--- config.mk ---
export PLATFORM = sky130hd
export DESIGN_NAME = sosc_top
export DESIGN_NICKNAME = d
export VERILOG_FILES = /design/src/sosc_pkg.sv /design/src/sosc_filter.sv /design/src/sosc_wdog.sv /design/src/sosc_top.sv
export VERILOG_INCLUDE_DIRS = /design/src
export SDC_FILE = /design/constraint.sdc
export NUM_CORES = 1
export LEC_CHECK = 0
export ABC_AREA = 1
export BUFFER_PORTS_ARGS = -buffer_cell sky130_fd_sc_hd__buf_2
export CORE_UTILIZATION = 30
export DETAILED_ROUTE_END_ITERATION = 7
export PLACE_DENSITY_LB_ADDON = 0.05
export SKIP_CTS_REPAIR_TIMING = 1
export SYNTH_ARGS = -nofsm -noshare
export SYNTH_HDL_FRONTEND = slang
export SYNTH_HIERARCHICAL = 1
export SYNTH_SLANG_ARGS = --single-unit
--- constraint.sdc ---
create_clock -name clk -period 2.2 [get_ports clk]
set_clock_uncertainty 0.2 [all_clocks]
set_input_delay 0.11 -clock clk [delete_from_list [all_inputs] [get_ports clk]]
set_output_delay 0.11 -clock clk [all_outputs]
set_load 0.005 [all_outputs]
--- src/sosc_defines.svh ---
// Timing, address and field constants of the supervisor output control block
`ifndef SOSC_DEFINES_SVH
`define SOSC_DEFINES_SVH

// Clock and time bases, each in nanoseconds
`define SOSC_CLK_NS 10
`define SOSC_TICK_NS 12500
`define SOSC_MR_GLITCH_NS 100
`define SOSC_SPIKE_NS 50
`define SOSC_NVW_NS 11000000
// Cycle counts derived from the times above, except the fixed general input filter count
`define SOSC_TICK_CYC (`SOSC_TICK_NS / `SOSC_CLK_NS)
`define SOSC_MR_FILT_CYC (`SOSC_MR_GLITCH_NS / `SOSC_CLK_NS + 1)
`define SOSC_SPIKE_FILT_CYC (`SOSC_SPIKE_NS / `SOSC_CLK_NS + 1)
`define SOSC_GPI_FILT_CYC 1
`define SOSC_NVW_CYC (`SOSC_NVW_NS / `SOSC_CLK_NS)

// Watchdog timeouts in 12.5 us ticks, codes 000..111
`define SOSC_WD_T0 24'h0001f4
`define SOSC_WD_T1 24'h0007d0
`define SOSC_WD_T2 24'h001f40
`define SOSC_WD_T3 24'h007d00
`define SOSC_WD_T4 24'h01f400
`define SOSC_WD_T5 24'h07d000
`define SOSC_WD_T6 24'h1f4000
`define SOSC_WD_T7 24'h7d0000

// Output deassert delays in 12.5 us ticks, 25 us .. 1600 ms
`define SOSC_DLY_T0 17'h00002
`define SOSC_DLY_T1 17'h0007d
`define SOSC_DLY_T2 17'h001f4
`define SOSC_DLY_T3 17'h007d0
`define SOSC_DLY_T4 17'h00fa0
`define SOSC_DLY_T5 17'h03e80
`define SOSC_DLY_T6 17'h07d00
`define SOSC_DLY_T7 17'h1f400

// Register byte addresses
`define SOSC_A_MODE 8'h00
`define SOSC_A_MARGIN_STATE 8'h04
`define SOSC_A_MR_STATE 8'h08
`define SOSC_A_WD0 8'h0c
`define SOSC_A_WD1 8'h10
`define SOSC_A_STATUS 8'h14
`define SOSC_A_BUSADDR 8'h18
`define SOSC_A_PO_BASE 8'h20
`define SOSC_A_PO_LAST 8'h3c

// Mode register fields
`define SOSC_MODE_FREEZE 0
`define SOSC_MODE_MR_EN 1
// Watchdog config fields
`define SOSC_WD_CODE 2:0
`define SOSC_WD_CLR 4:3
`define SOSC_WD_GPI 6:5
`define SOSC_WD_PO 9:7
`define SOSC_WD_EN 10
// Output config fields
`define SOSC_PO_GPI_MASK 3:0
`define SOSC_PO_WD_MASK 5:4
`define SOSC_PO_DLY 8:6
`define SOSC_PO_ACT_LOW 9

// Reset values and answers
`define SOSC_MODE_RST 2'h0
`define SOSC_STATE_RST 8'h00
`define SOSC_WD_RST 11'h000
`define SOSC_PO_RST 10'h000
`define SOSC_RESP_OKAY 2'h0
`define SOSC_RESP_SLVERR 2'h2

`endif

--- src/sosc_pkg.sv ---
// Types shared by the supervisor output control block
package sosc_pkg;

    // Watchdog clear source, in field order
    typedef enum logic [1:0] {
        SOSC_CLR_BOTH,
        SOSC_CLR_GPI,
        SOSC_CLR_PO,
        SOSC_CLR_OFF
    } sosc_clr_type;

endpackage : sosc_pkg

--- src/sosc_filter.sv ---
// Two-flop synchroniser followed by a stability filter for one pin
module sosc_filter #(
    parameter int unsigned STABLE  = 1,
    parameter logic        RST_VAL = 1'b0
) (
    input  wire logic clk,
    input  wire logic rst_n,
    input  wire logic pin,
    output logic      level
);

    logic       sync1;   // First stage, read only by sync2
    logic       sync2;   // Second stage, safe to use
    logic [3:0] stab;    // Cycles sync2 has differed from level

    // Synchroniser; idle level follows the pin's pull so a floating input stays inactive
    always_ff @(posedge clk or negedge rst_n)
    begin
        if (!rst_n)
        begin
            sync1 <= RST_VAL;
            sync2 <= RST_VAL;
        end
        else
        begin
            sync1 <= pin;
            sync2 <= sync1;
        end
    end

    // Level follows only after STABLE agreeing cycles; shorter pulses never reach it
    always_ff @(posedge clk or negedge rst_n)
    begin
        if (!rst_n)
        begin
            stab  <= 4'h0;
            level <= RST_VAL;
        end
        else if (sync2 == level)
        begin
            stab <= 4'h0;
        end
        else if (stab == 4'(STABLE - 1))
        begin
            stab  <= 4'h0;
            level <= sync2;
        end
        else
        begin
            stab <= stab + 4'h1;
        end
    end

endmodule : sosc_filter

--- src/sosc_wdog.sv ---
// One watchdog timer counting in base ticks
`include "sosc_defines.svh"

module sosc_wdog (
    input  wire logic       clk,
    input  wire logic       rst_n,
    input  wire logic       tick,
    input  wire logic       enable,
    input  wire logic [2:0] code,
    input  wire logic       kick,
    output logic            expired
);

    logic [23:0] cnt;    // Ticks since the last kick
    logic [23:0] limit;  // Timeout in ticks for the current code
    logic [23:0] tmo_tab [8]; // Timeouts by code

    // Timeout table, 6.25 ms to 102.4 s
    assign tmo_tab = '{`SOSC_WD_T0, `SOSC_WD_T1, `SOSC_WD_T2, `SOSC_WD_T3,
                       `SOSC_WD_T4, `SOSC_WD_T5, `SOSC_WD_T6, `SOSC_WD_T7};
    assign limit = tmo_tab[code]; // RULE1

    // Kick restarts the count; expiry holds until the next kick or until the watchdog is disabled
    always_ff @(posedge clk or negedge rst_n)
    begin
        if (!rst_n)
        begin
            cnt     <= 24'h000000;
            expired <= 1'b0;
        end
        else if (kick || !enable)
        begin
            cnt     <= 24'h000000; // RULE17
            expired <= 1'b0;
        end
        else if (tick && !expired)
        begin
            if (cnt == limit - 24'h000001)
            begin
                expired <= 1'b1; // RULE17
            end
            cnt <= cnt + 24'h000001;
        end
    end

endmodule : sosc_wdog

--- src/sosc_top.sv ---
// Supervisor output control: pin filters, watchdogs, output logic, AXI4-Lite registers
// Function
// [RULE1] Watchdog timeout chosen by 3-bit code
// [RULE2] Watchdog input pulses last at least 50 ns
// [RULE3] Manual reset: 1 us accepted, 100 ns rejected
// [RULE4] Manual reset reaches outputs within 2 us
// [RULE5] Input change reaches mapped output within 200 ns
// [RULE6] Margin low forces or freezes outputs
// [RULE7] Manual reset low forces outputs or nothing
// [RULE8] Margin wins over manual reset
// [RULE9] Outputs low until supply passes lockout
// [RULE10] Two pins select one of four addresses
// [RULE11] Serial and address pins drop 50 ns spikes
// [RULE12] Host waits 11 ms per memory write
// [RULE13] First configuration write takes an extra cycle
// [RULE14] Two independent watchdogs driving chosen outputs
// [RULE15] Watchdog cleared by input, output, or both
// [RULE16] Outputs deassert after 25 us to 1600 ms
// [RULE17] Watchdog restarts on clear, expires otherwise
// [RULE18] Floating reset and margin inputs read inactive
`include "sosc_defines.svh"

module sosc_top #(
    parameter int unsigned TICK_CYCLES = `SOSC_TICK_CYC,
    parameter int unsigned NVW_CYCLES  = `SOSC_NVW_CYC,
    parameter logic [6:0]  ADDR_BASE   = 7'h2c
) (
    input  wire logic        clk,
    input  wire logic        rst_n,
    input  wire logic [7:0]  s_axi_awaddr,
    input  wire logic        s_axi_awvalid,
    output logic             s_axi_awready,
    input  wire logic [31:0] s_axi_wdata,
    input  wire logic [3:0]  s_axi_wstrb,
    input  wire logic        s_axi_wvalid,
    output logic             s_axi_wready,
    output logic [1:0]       s_axi_bresp,
    output logic             s_axi_bvalid,
    input  wire logic        s_axi_bready,
    input  wire logic [7:0]  s_axi_araddr,
    input  wire logic        s_axi_arvalid,
    output logic             s_axi_arready,
    output logic [31:0]      s_axi_rdata,
    output logic [1:0]       s_axi_rresp,
    output logic             s_axi_rvalid,
    input  wire logic        s_axi_rready,
    input  wire logic        manual_reset_n,
    input  wire logic        margin_n,
    input  wire logic [3:0]  general_logic_input,
    input  wire logic        supply_above_lockout,
    input  wire logic        bus_addr_sel0,
    input  wire logic        bus_addr_sel1,
    input  wire logic        scl_in,
    input  wire logic        sda_in,
    output logic             scl_clean,
    output logic             sda_clean,
    output logic [6:0]       bus_address,
    output logic [7:0]       programmable_output
);

    // Filtered pin levels
    logic       mr_f;          // Manual reset, low active
    logic       margin_f;      // Margin, low active
    logic [3:0] gpi_f;         // General inputs
    logic       supply_f;      // Supply above lockout
    logic       sel0_f;        // Address select 0
    logic       sel1_f;        // Address select 1
    logic       scl_f;         // Serial clock after filter
    logic       sda_f;         // Serial data after filter

    // Software-visible configuration
    logic [1:0]  mode_reg;     // Freeze and manual reset enable
    logic [7:0]  margin_state; // Output pattern under margin force
    logic [7:0]  mr_state;     // Output pattern under manual reset
    logic [10:0] wd_cfg [2];   // Watchdog configuration
    logic [9:0]  po_cfg [8];   // Per-output configuration

    // Timing and memory-write state
    logic [15:0] tick_cnt;     // Divider toward the 12.5 us tick
    logic        tick;         // One-cycle base tick
    logic [23:0] nv_cnt;       // Remaining memory-write busy cycles
    logic        first_done;   // A configuration write has completed once
    logic        nv_busy;      // A memory write is in progress
    logic [1:0]  wd_exp;       // Watchdog expiry levels
    logic [7:0]  asserted;     // Per-output assert state, held through the deassert delay
    logic [7:0]  next_po;      // Next output pattern

    // Decode of a register address to a writable slot
    function automatic logic is_rw(input logic [7:0] a);
        is_rw = (a == `SOSC_A_MODE) || (a == `SOSC_A_MARGIN_STATE) || (a == `SOSC_A_MR_STATE) ||
                (a == `SOSC_A_WD0) || (a == `SOSC_A_WD1) ||
                (a >= `SOSC_A_PO_BASE && a <= `SOSC_A_PO_LAST && a[1:0] == 2'h0);
    endfunction : is_rw

    // Byte-lane merge for partial writes
    function automatic logic [31:0] merge(input logic [31:0] old, input logic [31:0] nw,
                                          input logic [3:0] strb);
        merge = old;
        for (int b = 0; b < 4; b++)
        begin
            if (strb[b])
            begin
                merge[b*8 +: 8] = nw[b*8 +: 8];
            end
        end
    endfunction : merge

    // Reset and margin idle high, matching their pull-ups
    sosc_filter #(.STABLE(`SOSC_MR_FILT_CYC), .RST_VAL(1'b1)) u_mr ( // RULE3 RULE18
        .clk, .rst_n, .pin(manual_reset_n), .level(mr_f));
    sosc_filter #(.STABLE(`SOSC_MR_FILT_CYC), .RST_VAL(1'b1)) u_margin ( // RULE18
        .clk, .rst_n, .pin(margin_n), .level(margin_f));
    sosc_filter #(.STABLE(`SOSC_GPI_FILT_CYC), .RST_VAL(1'b0)) u_supply (
        .clk, .rst_n, .pin(supply_above_lockout), .level(supply_f));
    // Serial and address pins drop short spikes
    sosc_filter #(.STABLE(`SOSC_SPIKE_FILT_CYC), .RST_VAL(1'b1)) u_scl ( // RULE11
        .clk, .rst_n, .pin(scl_in), .level(scl_f));
    sosc_filter #(.STABLE(`SOSC_SPIKE_FILT_CYC), .RST_VAL(1'b1)) u_sda ( // RULE11
        .clk, .rst_n, .pin(sda_in), .level(sda_f));
    sosc_filter #(.STABLE(`SOSC_SPIKE_FILT_CYC), .RST_VAL(1'b0)) u_sel0 ( // RULE11
        .clk, .rst_n, .pin(bus_addr_sel0), .level(sel0_f));
    sosc_filter #(.STABLE(`SOSC_SPIKE_FILT_CYC), .RST_VAL(1'b0)) u_sel1 ( // RULE11
        .clk, .rst_n, .pin(bus_addr_sel1), .level(sel1_f));

    // General inputs only synchronised, keeping them fast and catching short pulses
    generate
        for (genvar g = 0; g < 4; g++)
        begin : g_gpi
            sosc_filter #(.STABLE(`SOSC_GPI_FILT_CYC), .RST_VAL(1'b0)) u_gpi ( // RULE2 RULE5
                .clk, .rst_n, .pin(general_logic_input[g]), .level(gpi_f[g]));
        end
    endgenerate

    // Base tick shared by watchdogs and deassert delays
    assign tick = (tick_cnt == 16'(TICK_CYCLES - 1));
    always_ff @(posedge clk or negedge rst_n)
    begin
        if (!rst_n)
            tick_cnt <= 16'h0000;
        else
            tick_cnt <= tick ? 16'h0000 : tick_cnt + 16'h0001;
    end

    // Watchdogs, each with its own clear source
    generate
        for (genvar w = 0; w < 2; w++)
        begin : g_wd
            logic                 gpi_sel;   // Chosen input
            logic                 po_sel;    // Chosen output
            logic                 gpi_prev;  // Input one cycle ago
            logic                 po_prev;   // Output one cycle ago
            logic                 kick;      // Clear event
            sosc_pkg::sosc_clr_type clr_mode;  // Clear source
            assign gpi_sel  = gpi_f[wd_cfg[w][`SOSC_WD_GPI]];
            assign po_sel   = programmable_output[wd_cfg[w][`SOSC_WD_PO]];
            assign clr_mode = sosc_pkg::sosc_clr_type'(wd_cfg[w][`SOSC_WD_CLR]);
            // Combined source: input edges count only while the output is high
            assign kick = (clr_mode == sosc_pkg::SOSC_CLR_GPI  && gpi_sel != gpi_prev) || // RULE15
                          (clr_mode == sosc_pkg::SOSC_CLR_PO   && po_sel != po_prev) ||
                          (clr_mode == sosc_pkg::SOSC_CLR_BOTH && gpi_sel != gpi_prev && po_sel);
            always_ff @(posedge clk or negedge rst_n)
            begin
                if (!rst_n)
                begin
                    gpi_prev <= 1'b0;
                    po_prev  <= 1'b0;
                end
                else
                begin
                    gpi_prev <= gpi_sel;
                    po_prev  <= po_sel;
                end
            end
            sosc_wdog u_wdog ( // RULE14
                .clk, .rst_n, .tick, .enable(wd_cfg[w][`SOSC_WD_EN]),
                .code(wd_cfg[w][`SOSC_WD_CODE]), .kick(kick), .expired(wd_exp[w]));
        end
    endgenerate

    // Per-output assert condition and deassert delay
    generate
        for (genvar p = 0; p < 8; p++)
        begin : g_po
            logic        cond;   // Any mapped source active
            logic [16:0] dcnt;   // Ticks since the condition cleared
            logic [16:0] dlim;   // Deassert delay in ticks
            logic [2:0]  dsel;   // Delay code
            logic [16:0] dtab [8]; // Deassert delays by code
            logic        level;  // Conditional state with polarity
            assign dsel = po_cfg[p][`SOSC_PO_DLY];
            assign cond = |(gpi_f & po_cfg[p][`SOSC_PO_GPI_MASK]) | // RULE5
                          |(wd_exp & po_cfg[p][`SOSC_PO_WD_MASK]);  // RULE14
            assign dtab = '{`SOSC_DLY_T0, `SOSC_DLY_T1, `SOSC_DLY_T2, `SOSC_DLY_T3,
                            `SOSC_DLY_T4, `SOSC_DLY_T5, `SOSC_DLY_T6, `SOSC_DLY_T7};
            assign dlim = dtab[dsel];
            assign level = asserted[p] ^ po_cfg[p][`SOSC_PO_ACT_LOW];
            // Priority: lockout, then margin, then manual reset, then normal state
            assign next_po[p] = !supply_f ? 1'b0 : // RULE9
                                !margin_f ? (mode_reg[`SOSC_MODE_FREEZE] ? programmable_output[p] // RULE6 RULE8
                                                                         : margin_state[p]) :
                                (!mr_f && mode_reg[`SOSC_MODE_MR_EN]) ? mr_state[p] : level; // RULE4 RULE7
            // Assert at once, release only after the configured delay
            always_ff @(posedge clk or negedge rst_n)
            begin
                if (!rst_n)
                begin
                    asserted[p] <= 1'b0;
                    dcnt        <= 17'h00000;
                end
                else if (cond)
                begin
                    asserted[p] <= 1'b1;
                    dcnt        <= 17'h00000;
                end
                else if (asserted[p] && tick)
                begin
                    if (dcnt == dlim - 17'h00001)
                        asserted[p] <= 1'b0; // RULE16
                    dcnt <= dcnt + 17'h00001;
                end
            end
        end
    endgenerate

    // Output and filtered-pin registers
    always_ff @(posedge clk or negedge rst_n)
    begin
        if (!rst_n)
        begin
            programmable_output <= 8'h00; // RULE9
            scl_clean           <= 1'b1;
            sda_clean           <= 1'b1;
            bus_address         <= 7'h00;
        end
        else
        begin
            programmable_output <= next_po;
            scl_clean           <= scl_f;
            sda_clean           <= sda_f;
            bus_address         <= {ADDR_BASE[6:2], sel1_f, sel0_f}; // RULE10
        end
    end

    // Write channel: address and data taken together, one write at a time
    logic        wr_fire;    // Write handshake this cycle
    logic        wr_ok;      // Write lands in a register
    logic [31:0] wr_old;     // Current content of the addressed register
    logic [31:0] wr_val;     // Merged value to store
    logic [2:0]  po_idx_w;   // Output index for writes
    assign wr_fire  = s_axi_awvalid && s_axi_awready;
    assign nv_busy  = (nv_cnt != 24'h000000);
    assign wr_ok    = is_rw(s_axi_awaddr) && !nv_busy; // RULE12
    assign po_idx_w = s_axi_awaddr[4:2];
    assign wr_old   = reg_read(s_axi_awaddr);
    assign wr_val   = merge(wr_old, s_axi_wdata, s_axi_wstrb);

    // Handshake and response for writes
    always_ff @(posedge clk or negedge rst_n)
    begin
        if (!rst_n)
        begin
            s_axi_awready <= 1'b0;
            s_axi_wready  <= 1'b0;
            s_axi_bvalid  <= 1'b0;
            s_axi_bresp   <= `SOSC_RESP_OKAY;
        end
        else
        begin
            s_axi_awready <= !s_axi_awready && s_axi_awvalid && s_axi_wvalid && !s_axi_bvalid;
            s_axi_wready  <= !s_axi_awready && s_axi_awvalid && s_axi_wvalid && !s_axi_bvalid;
            if (wr_fire)
            begin
                s_axi_bvalid <= 1'b1;
                s_axi_bresp  <= wr_ok ? `SOSC_RESP_OKAY : `SOSC_RESP_SLVERR;
            end
            else if (s_axi_bready)
                s_axi_bvalid <= 1'b0;
        end
    end

    // Register storage; each accepted write starts the memory-write busy time
    always_ff @(posedge clk or negedge rst_n)
    begin
        if (!rst_n)
        begin
            mode_reg     <= `SOSC_MODE_RST;
            margin_state <= `SOSC_STATE_RST;
            mr_state     <= `SOSC_STATE_RST;
            wd_cfg       <= '{default: `SOSC_WD_RST};
            po_cfg       <= '{default: `SOSC_PO_RST};
            nv_cnt       <= 24'h000000;
            first_done   <= 1'b0;
        end
        else if (wr_fire && wr_ok)
        begin
            // First write ever costs two write cycles
            nv_cnt     <= first_done ? 24'(NVW_CYCLES) : 24'(2 * NVW_CYCLES); // RULE13
            first_done <= 1'b1;
            if (s_axi_awaddr == `SOSC_A_MODE)
                mode_reg <= wr_val[1:0];
            else if (s_axi_awaddr == `SOSC_A_MARGIN_STATE)
                margin_state <= wr_val[7:0];
            else if (s_axi_awaddr == `SOSC_A_MR_STATE)
                mr_state <= wr_val[7:0];
            else if (s_axi_awaddr == `SOSC_A_WD0)
                wd_cfg[0] <= wr_val[10:0];
            else if (s_axi_awaddr == `SOSC_A_WD1)
                wd_cfg[1] <= wr_val[10:0];
            else
                po_cfg[po_idx_w] <= wr_val[9:0];
        end
        else if (nv_busy)
            nv_cnt <= nv_cnt - 24'h000001;
    end

    // Read decode; unmapped addresses read zero
    function automatic logic [31:0] reg_read(input logic [7:0] a);
        reg_read = 32'h00000000;
        if (a == `SOSC_A_MODE)
            reg_read = {30'h00000000, mode_reg};
        else if (a == `SOSC_A_MARGIN_STATE)
            reg_read = {24'h000000, margin_state};
        else if (a == `SOSC_A_MR_STATE)
            reg_read = {24'h000000, mr_state};
        else if (a == `SOSC_A_WD0)
            reg_read = {21'h000000, wd_cfg[0]};
        else if (a == `SOSC_A_WD1)
            reg_read = {21'h000000, wd_cfg[1]};
        else if (a == `SOSC_A_STATUS)
            reg_read = {5'h00, first_done, nv_busy, supply_f, margin_f, mr_f, gpi_f, wd_exp,
                        asserted, programmable_output};
        else if (a == `SOSC_A_BUSADDR)
            reg_read = {25'h0000000, bus_address};
        else if (is_rw(a))
            reg_read = {22'h000000, po_cfg[a[4:2]]};
    endfunction : reg_read

    logic rd_mapped;   // Read address hits a register
    assign rd_mapped = is_rw(s_axi_araddr) || (s_axi_araddr == `SOSC_A_STATUS) ||
                       (s_axi_araddr == `SOSC_A_BUSADDR);

    // Read channel: one read at a time, data held until taken
    always_ff @(posedge clk or negedge rst_n)
    begin
        if (!rst_n)
        begin
            s_axi_arready <= 1'b0;
            s_axi_rvalid  <= 1'b0;
            s_axi_rdata   <= 32'h00000000;
            s_axi_rresp   <= `SOSC_RESP_OKAY;
        end
        else
        begin
            s_axi_arready <= !s_axi_arready && s_axi_arvalid && !s_axi_rvalid;
            if (s_axi_arvalid && s_axi_arready)
            begin
                s_axi_rvalid <= 1'b1;
                s_axi_rdata  <= reg_read(s_axi_araddr);
                s_axi_rresp  <= rd_mapped ? `SOSC_RESP_OKAY : `SOSC_RESP_SLVERR;
            end
            else if (s_axi_rready)
                s_axi_rvalid <= 1'b0;
        end
    end

endmodule : sosc_top

==> results of run 1 <==
## cell type report
class	instances	area (um^2)	area share (%)
Clock buffer	93	1919	4.194
Inverter	566	2313	5.055
Sequential cell	482	12090	26.41
Timing Repair Buffer	840	7289	15.93
Antenna cell	2	5.005	0.01094
Tap cell	1391	1740	3.803
Clock inverter	31	465.4	1.017
Multi-Input combinational cell	3257	19950	43.59
## tightest hold or removal path: stages
cell and delay (ps):
buf_2 240, a21oi_1 170, nand2_1 120, nand3_2 100
nand2_1 50
## Yosys cell counts, drive strengths merged, types with 6 or more instances
| cell type | n | area share (%) |
|---|---|---|
| clkinv | 17 | 0.20 |
| nor3b | 12 | 0.28 |
| a22o | 11 | 0.30 |
| xnor2 | 71 | 1.9 |
| buf | 60 | 1.2 |
| xor2 | 162 | 4.4 |
| nor4 | 34 | 0.74 |
| clkbuf | 60 | 0.70 |
| o221ai | 6 | 0.16 |
| nand3b | 37 | 0.91 |
| o2111ai | 19 | 0.52 |
| inv | 549 | 6.4 |
| o31ai | 59 | 1.4 |
| o211ai | 19 | 0.44 |
| a21oi | 160 | 2.5 |
| nor3 | 133 | 2.3 |
| ha | 103 | 4.0 |
| nand3 | 358 | 5.8 |
| nand4 | 114 | 2.2 |
| dfstp | 14 | 1.1 |
| o21ai | 263 | 4.1 |
| nor2 | 426 | 6.0 |
| dfrtp | 468 | 36 |
| or2 | 13 | 0.25 |
| nand2 | 1172 | 14 |
| a221oi | 7 | 0.19 |
| o22ai | 32 | 0.62 |
| and3 | 8 | 0.16 |
## worst paths after layout
path / endpoint / slack [ps] / cells past startpoint
max: g_wd[1].u_wdog/cnt[7]$_DFFE_PN0P_ / -440 / 17
min: margin_state[5]$_DFFE_PN0P_ / -4 / 5
max reg2reg: g_wd[1].u_wdog/cnt[7]$_DFFE_PN0P_ / -440 / 17
min reg2reg: g_gpi[0].u_gpi/sync2$_DFF_PN0_ / 140 / 0
max in group asynchronous: g_wd[0].clr_mode[0]$_DFFE_PN0P_ / 730 / 5
min in group asynchronous: mr_state[1]$_DFFE_PN0P_ / 460 / 4
## through the flow
| step | hold slack [ps] | util, % | setup TNS (ps) | power, mW | area [um^2] |
|---|---|---|---|---|---|
| detailed placement | -171.9 | 36.81 | -48390 | 11.02 | 39030 |
| CTS | -869.4 | 39.06 | -54160 | 23.36 | 41410 |
| global route | 5.313 | 43.17 | -71510 | 23.92 | 45760 |
| global placement | -173.9 | 36.81 | -43930 | 11.02 | 39030 |
| floorplan | -385.6 | - | -184.0 | 10.07 | 32330 |
| finish | -4.481 | 43.17 | -41950 | 23.03 | 45770 |
## layer usage
metal,up-vias,share of wire [%]
met2,654,45
li1,16130,-
met4,6,2.6
met3,184,4.4
met1,15460,47
met5,-,0.029
## power breakdown
| group | internal, mW | switching (mW) | total [mW] | leakage (nW) |
|---|---|---|---|---|
| combinational | 0.606 | 1.07 | 1.67 | 13.8 |
| clock | 7.43 | 4.65 | 12.1 | 1.17 |
| sequential | 9.10 | 0.176 | 9.28 | 6.44 |
| total | 17.1 | 5.90 | 23.0 | 21.4 |
## cell families after synthesis
group | Yosys count
flip-flops | 482
AO/OA/AOI/OAI | 602
AND/OR/NAND/NOR | 2309
adder cells (fa/ha/maj) | 103
other | 2
buffers and inverters | 686
XOR/XNOR | 233
==> flow_metrics.env, run 1 <==
export IMPL_period_needed_ps=2639
export IMPL_fin_crit_sh_pct=120.0
export IMPL_fill_cells=10890
export IMPL_grt_start_max_net_pins=82
export IMPL_status="complete, but fails checks"
export IMPL_grt_ovfl_total=0
export IMPL_setup_viol=189
export IMPL_yosysSeqAreaShare_pct=37.44
export IMPL_path_max_fanout=7
export IMPL_routabilityCongestion=0.9325
export IMPL_dr_pass1_iters=6
export IMPL_largest_reg_flops=136
export IMPL_reg_top3="g_po.dcnt x136, po_cfg x56, g_wd.u_wdog/cnt x48"
export IMPL_final_cells=6662
export IMPL_regMostFlops="g_po.dcnt"
export IMPL_synth_area_um2=32260
export IMPL_max_vdd_ir_drop_uv=493.1
export IMPL_synth_top_family_by_area="simple AND/OR/NAND/NOR gates"
export IMPL_ys_seq_elements=482
export IMPL_clk_pin_slew_ps=60
export IMPL_drt_iter0_markers=2319
export IMPL_cts_sinks=482
export IMPL_finalMaxSlewViolations=0
export IMPL_clk_latency_ps=670
export IMPL_vias=32440
export IMPL_worstHoldStart="s_axi_wstrb[0]"
export IMPL_ys_async_sr_fraction_pct=100.0
export IMPL_area_growth_pct=41.87
export IMPL_drc=0
export IMPL_busiest_layer="met2"
export IMPL_post_drt_wl_per_cell_um=18.76
export IMPL_gr_usage_all_layers_pct=22.44
export IMPL_met1_usage_pct=31.64
export IMPL_core_area_um2=106000
export IMPL_muxShareOfSynthArea_pct=0
export IMPL_end_kind="register"
export IMPL_r2r_start="wd_cfg[7]$_DFFE_PN0P_"
export IMPL_critPathSlowestCell="dfrtp_2"
export IMPL_yosys_area_share_simple_pct=32.85
export IMPL_die_h_um=329.9
export IMPL_leakagePower_nw=21.39
export IMPL_cts_root_buffer="clkbuf_16"
export IMPL_crit_required_ps=2560
export IMPL_crit_start="wd_cfg[7]$_DFFE_PN0P_"
export IMPL_hp_class="input pin to register"
export IMPL_violations="negative hold slack, negative setup slack"
export IMPL_crit_top_cell="buf_6"
export IMPL_use_met2_pct=35.59
export IMPL_place_hpwl_um=94450
export IMPL_crit_family="simple AND/OR/NAND/NOR gates"
export IMPL_yosys_warnings=6
export IMPL_powerDensity_nw_per_um2=503.2
export IMPL_vias_per_cell=4.869
export IMPL_final_common_cell="nand2_1"
export IMPL_htree_levels=3
export IMPL_synth_xor_area_share_pct=6.326
export IMPL_routed_wirelength_um=125000
export IMPL_synth_edf_count=0
export IMPL_crit_chain="inv_4, a21oi_2, o21ai_1, nand2_1, nand2_1, nand2_2, buf_6, buf_6, o211ai_1, o31ai_2, nor2_4, nand2_4, buf_4, buf_6, nand3_2, o21ai_1, a21oi_1"
export IMPL_avgSynthCellArea_um2=7.303
export IMPL_worst_pin_slew_ps=601.6
export IMPL_grt_pass1_wl_um=187900
export IMPL_timing_fmax_mhz=378.9
export IMPL_initial_utilization_pct=30.43
export IMPL_cts_tree="done"
export IMPL_critPathMaxStageDelay_ps=460
export IMPL_ys_types=64
export IMPL_grt_pass1_vias=31160
export IMPL_cts_buffers=69
export IMPL_synthAdderAreaFrac_pct=3.995
export IMPL_ioPinCount=128
export IMPL_synth_compound_area_share_pct=10.82
export IMPL_cp_arrival_ps=3000
export IMPL_path_buf_inv=5
export IMPL_setup_ws_ps=-439.1
export IMPL_relSlewSlack_pct=59.85
export IMPL_globalRouteMet3Util_pct=3.321
export IMPL_startpoint_type="register"
export IMPL_drive_above_1_share_pct=30.27
export IMPL_layout_common_cells="nand2_1 (969), buf_4 (554), inv_1 (463), dfrtp_1 (463), nor2_1 (333)"
export IMPL_place_ws_ps=-460.8
export IMPL_crit_type="register to register"
export IMPL_maxCapViolations=0
export IMPL_die_w_um=329.9
export IMPL_numPlacedInstances=6406
export IMPL_fin_hold_ws_ps=-4.481
export IMPL_synthFlopType="dfrtp_1"
export IMPL_port_buffers=95
export IMPL_die_area_um2=108800
export IMPL_nNetsFinal=5389
export IMPL_synthCells=4417
export IMPL_timing_final_hold_violations=2
export IMPL_cts_path_max_buffers=3
export IMPL_grt_setup_unrepaired="true"
export IMPL_grt_antenna_before_repair=4
export IMPL_drtAntennaViolNets=0
export IMPL_rows=119
No activity file was read; power rests on OpenSTA's default activity.
==> run 2: changes to the inputs <==
--- a/config.mk
+++ b/config.mk
@@ -8,9 +8,10 @@
 export LEC_CHECK = 0
 export ABC_AREA = 1
 export BUFFER_PORTS_ARGS = -buffer_cell sky130_fd_sc_hd__buf_2
-export CORE_UTILIZATION = 30
+export CORE_UTILIZATION = 40
 export DETAILED_ROUTE_END_ITERATION = 7
 export PLACE_DENSITY_LB_ADDON = 0.05
+export RECOVER_POWER = 50
 export SKIP_CTS_REPAIR_TIMING = 1
 export SYNTH_ARGS = -nofsm -noshare
 export SYNTH_HDL_FRONTEND = slang
==> flow_metrics.env, run 2 (synthesis gave the netlist of run 1 again) <==
export IMPL_area_growth_pct=34.21
export IMPL_timing_final_hold_violations=1
export IMPL_gr_usage_all_layers_pct=26.44
export IMPL_critPathSlowestCell="dfrtp_2"
export IMPL_startpoint_type="register"
export IMPL_grt_setup_unrepaired="true"
export IMPL_post_drt_wl_per_cell_um=18.15
export IMPL_die_w_um=286.0
export IMPL_rows=103
export IMPL_grt_ovfl_total=0
export IMPL_regMostFlops="g_po.dcnt"
export IMPL_final_cells=6205
export IMPL_largest_reg_flops=136
export IMPL_routed_wirelength_um=112600
export IMPL_drt_iter0_markers=2599
export IMPL_path_depth=15
export IMPL_path_max_fanout=6
export IMPL_worst_pin_slew_ps=1149
export IMPL_die_area_um2=81780
export IMPL_timing_fmax_mhz=388.8
export IMPL_place_ws_ps=-432.2
export IMPL_grt_pass1_wl_um=171500
export IMPL_powerDensity_nw_per_um2=491.7
export IMPL_vias=32200
export IMPL_ff2ff_path_depth=15
export IMPL_hp_class="input pin to register"
export IMPL_fill_cells=7742
export IMPL_maxCapViolations=0
export IMPL_leakagePower_nw=20.32
export IMPL_holdPathStages=5
export IMPL_grt_pass1_vias=30020
export IMPL_port_buffers=95
export IMPL_layout_common_cells="nand2_1 (1017), inv_1 (466), buf_4 (466)"
export IMPL_crit_top_cell="nand2_1"
export IMPL_cp_arrival_ps=2910
export IMPL_end_kind="register"
export IMPL_cts_tree="done"
export IMPL_setup_ws_ps=-371.8
export IMPL_crit_required_ps=2540
export IMPL_relSlewSlack_pct=23.39
export IMPL_path_buf_inv=2
export IMPL_routabilityCongestion=0.9758
export IMPL_fin_hold_ws_ps=-3.839
export IMPL_status="complete, but fails checks"
export IMPL_cts_buffers=59
export IMPL_dr_pass1_iters=6
export IMPL_htree_levels=2
export IMPL_reg_top3="g_po.dcnt x136, po_cfg x56, g_wd.u_wdog/cnt x48"
export IMPL_critPathMaxStageDelay_ps=460
export IMPL_cts_sinks=482
export IMPL_initial_utilization_pct=40.63
export IMPL_place_hpwl_um=84790
export IMPL_crit_family="simple AND/OR/NAND/NOR gates"
export IMPL_drive_above_1_share_pct=27.01
export IMPL_final_common_cell="nand2_1"
export IMPL_setup_viol=286
export IMPL_ioPinCount=128
export IMPL_cts_path_max_buffers=3
export IMPL_finalMaxSlewViolations=0
export IMPL_fin_crit_sh_pct=116.9
export IMPL_clk_latency_ps=650
export IMPL_max_vdd_ir_drop_uv=598.7
export IMPL_grt_antenna_before_repair=4
export IMPL_violations="negative hold slack, negative setup slack"
export IMPL_cts_root_buffer="clkbuf_16"
export IMPL_drc=0
export IMPL_core_area_um2=79390
export IMPL_numPlacedInstances=5970
export IMPL_drtAntennaViolNets=0
export IMPL_die_h_um=286.0
export IMPL_grt_start_max_net_pins=81
export IMPL_power_mw=21.29
export IMPL_crit_type="register to register"
export IMPL_vias_per_cell=5.189
export IMPL_nNetsFinal=5275
export IMPL_crit_chain="a21oi_2, o21ai_1, nand2_1, inv_1, o21a_2, xor2_2, o31ai_2, nor2_2, nand2_2, buf_4, nand3_1, nor4_2, nand2_1, nand2_1, nor2_1"
export IMPL_clk_pin_slew_ps=60
export IMPL_period_needed_ps=2572
[run 2: cell types whose count changed in the layout (fill, tap and decap cells not counted), sizes merged]
cell         before  now
buf             784  664
bufinv           12    9
clkbuf          101  105
clkinv           24   27
clkinvlp          6    9
dlygate4sd3      48   46
inv             555  554
[run 2: layer usage]
metal,track usage [%],part of all wire [%]
met5,0,0.020
met4,6.939,2.6
met3,3.596,5.4
met2,41.94,46
met1,37.68,46
[run 2: cell type report]
type                            instances  area, um^2  area share (%)
Tap cell                             1050        1314           3.034
Timing Repair inverter                  1       7.507         0.01734
Clock inverter                         32       390.4          0.9017
Inverter                              566        2272           5.248
Antenna cell                            2       5.005         0.01156
Timing Repair Buffer                  735        6197           14.31
Clock buffer                           80        1667           3.849
Sequential cell                       482       12080           27.91
Multi-Input combinational cell       3257       19360           44.71
[run 2: worst reg2reg max path, delay by kind of cell (launching register included)]
family,cells,cell delay [ps]
flops,1,460
xor+xnor,1,160
compound gates,4,730
simple gates,8,750
buf+inv,2,200
[run 2: stage by stage]
stage | instance area [um^2] | setup TNS [ps] | utilization [%]
detailed placement | 37890 | -33530 | 47.72
global route | 43290 | -84300 | 54.53
floorplan | 32330 | -184.0 | -
finish | 43300 | -49560 | 54.54
global placement | 37890 | -27970 | 47.72
CTS | 39940 | -39040 | 50.31
[run 2: final timing paths]
check	startpoint	endpoint	slack, ps
max	wd_cfg[18]$_DFFE_PN0P_	g_wd[0].u_wdog/cnt[19]$_DFFE_PN0P_	-370
min	s_axi_wdata[4]	mr_state[4]$_DFFE_PN0P_	-4
max reg2reg	wd_cfg[18]$_DFFE_PN0P_	g_wd[0].u_wdog/cnt[19]$_DFFE_PN0P_	-370
min reg2reg	g_gpi[2].u_gpi/sync1$_DFF_PN0_	g_gpi[2].u_gpi/sync2$_DFF_PN0_	140
max in group asynchronous	rst_n	u_mr/level$_DFFE_PN1P_	60
min in group asynchronous	rst_n	u_scl/sync2$_DFF_PN1_	810
[run 2: where the power goes]
| part | switching [mW] | internal (mW) |
|---|---|---|
| Sequential | 0.178 | 9.09 |
| Combinational | 1.01 | 0.578 |
| Clock | 4.19 | 6.24 |
| Total | 5.38 | 15.9 |
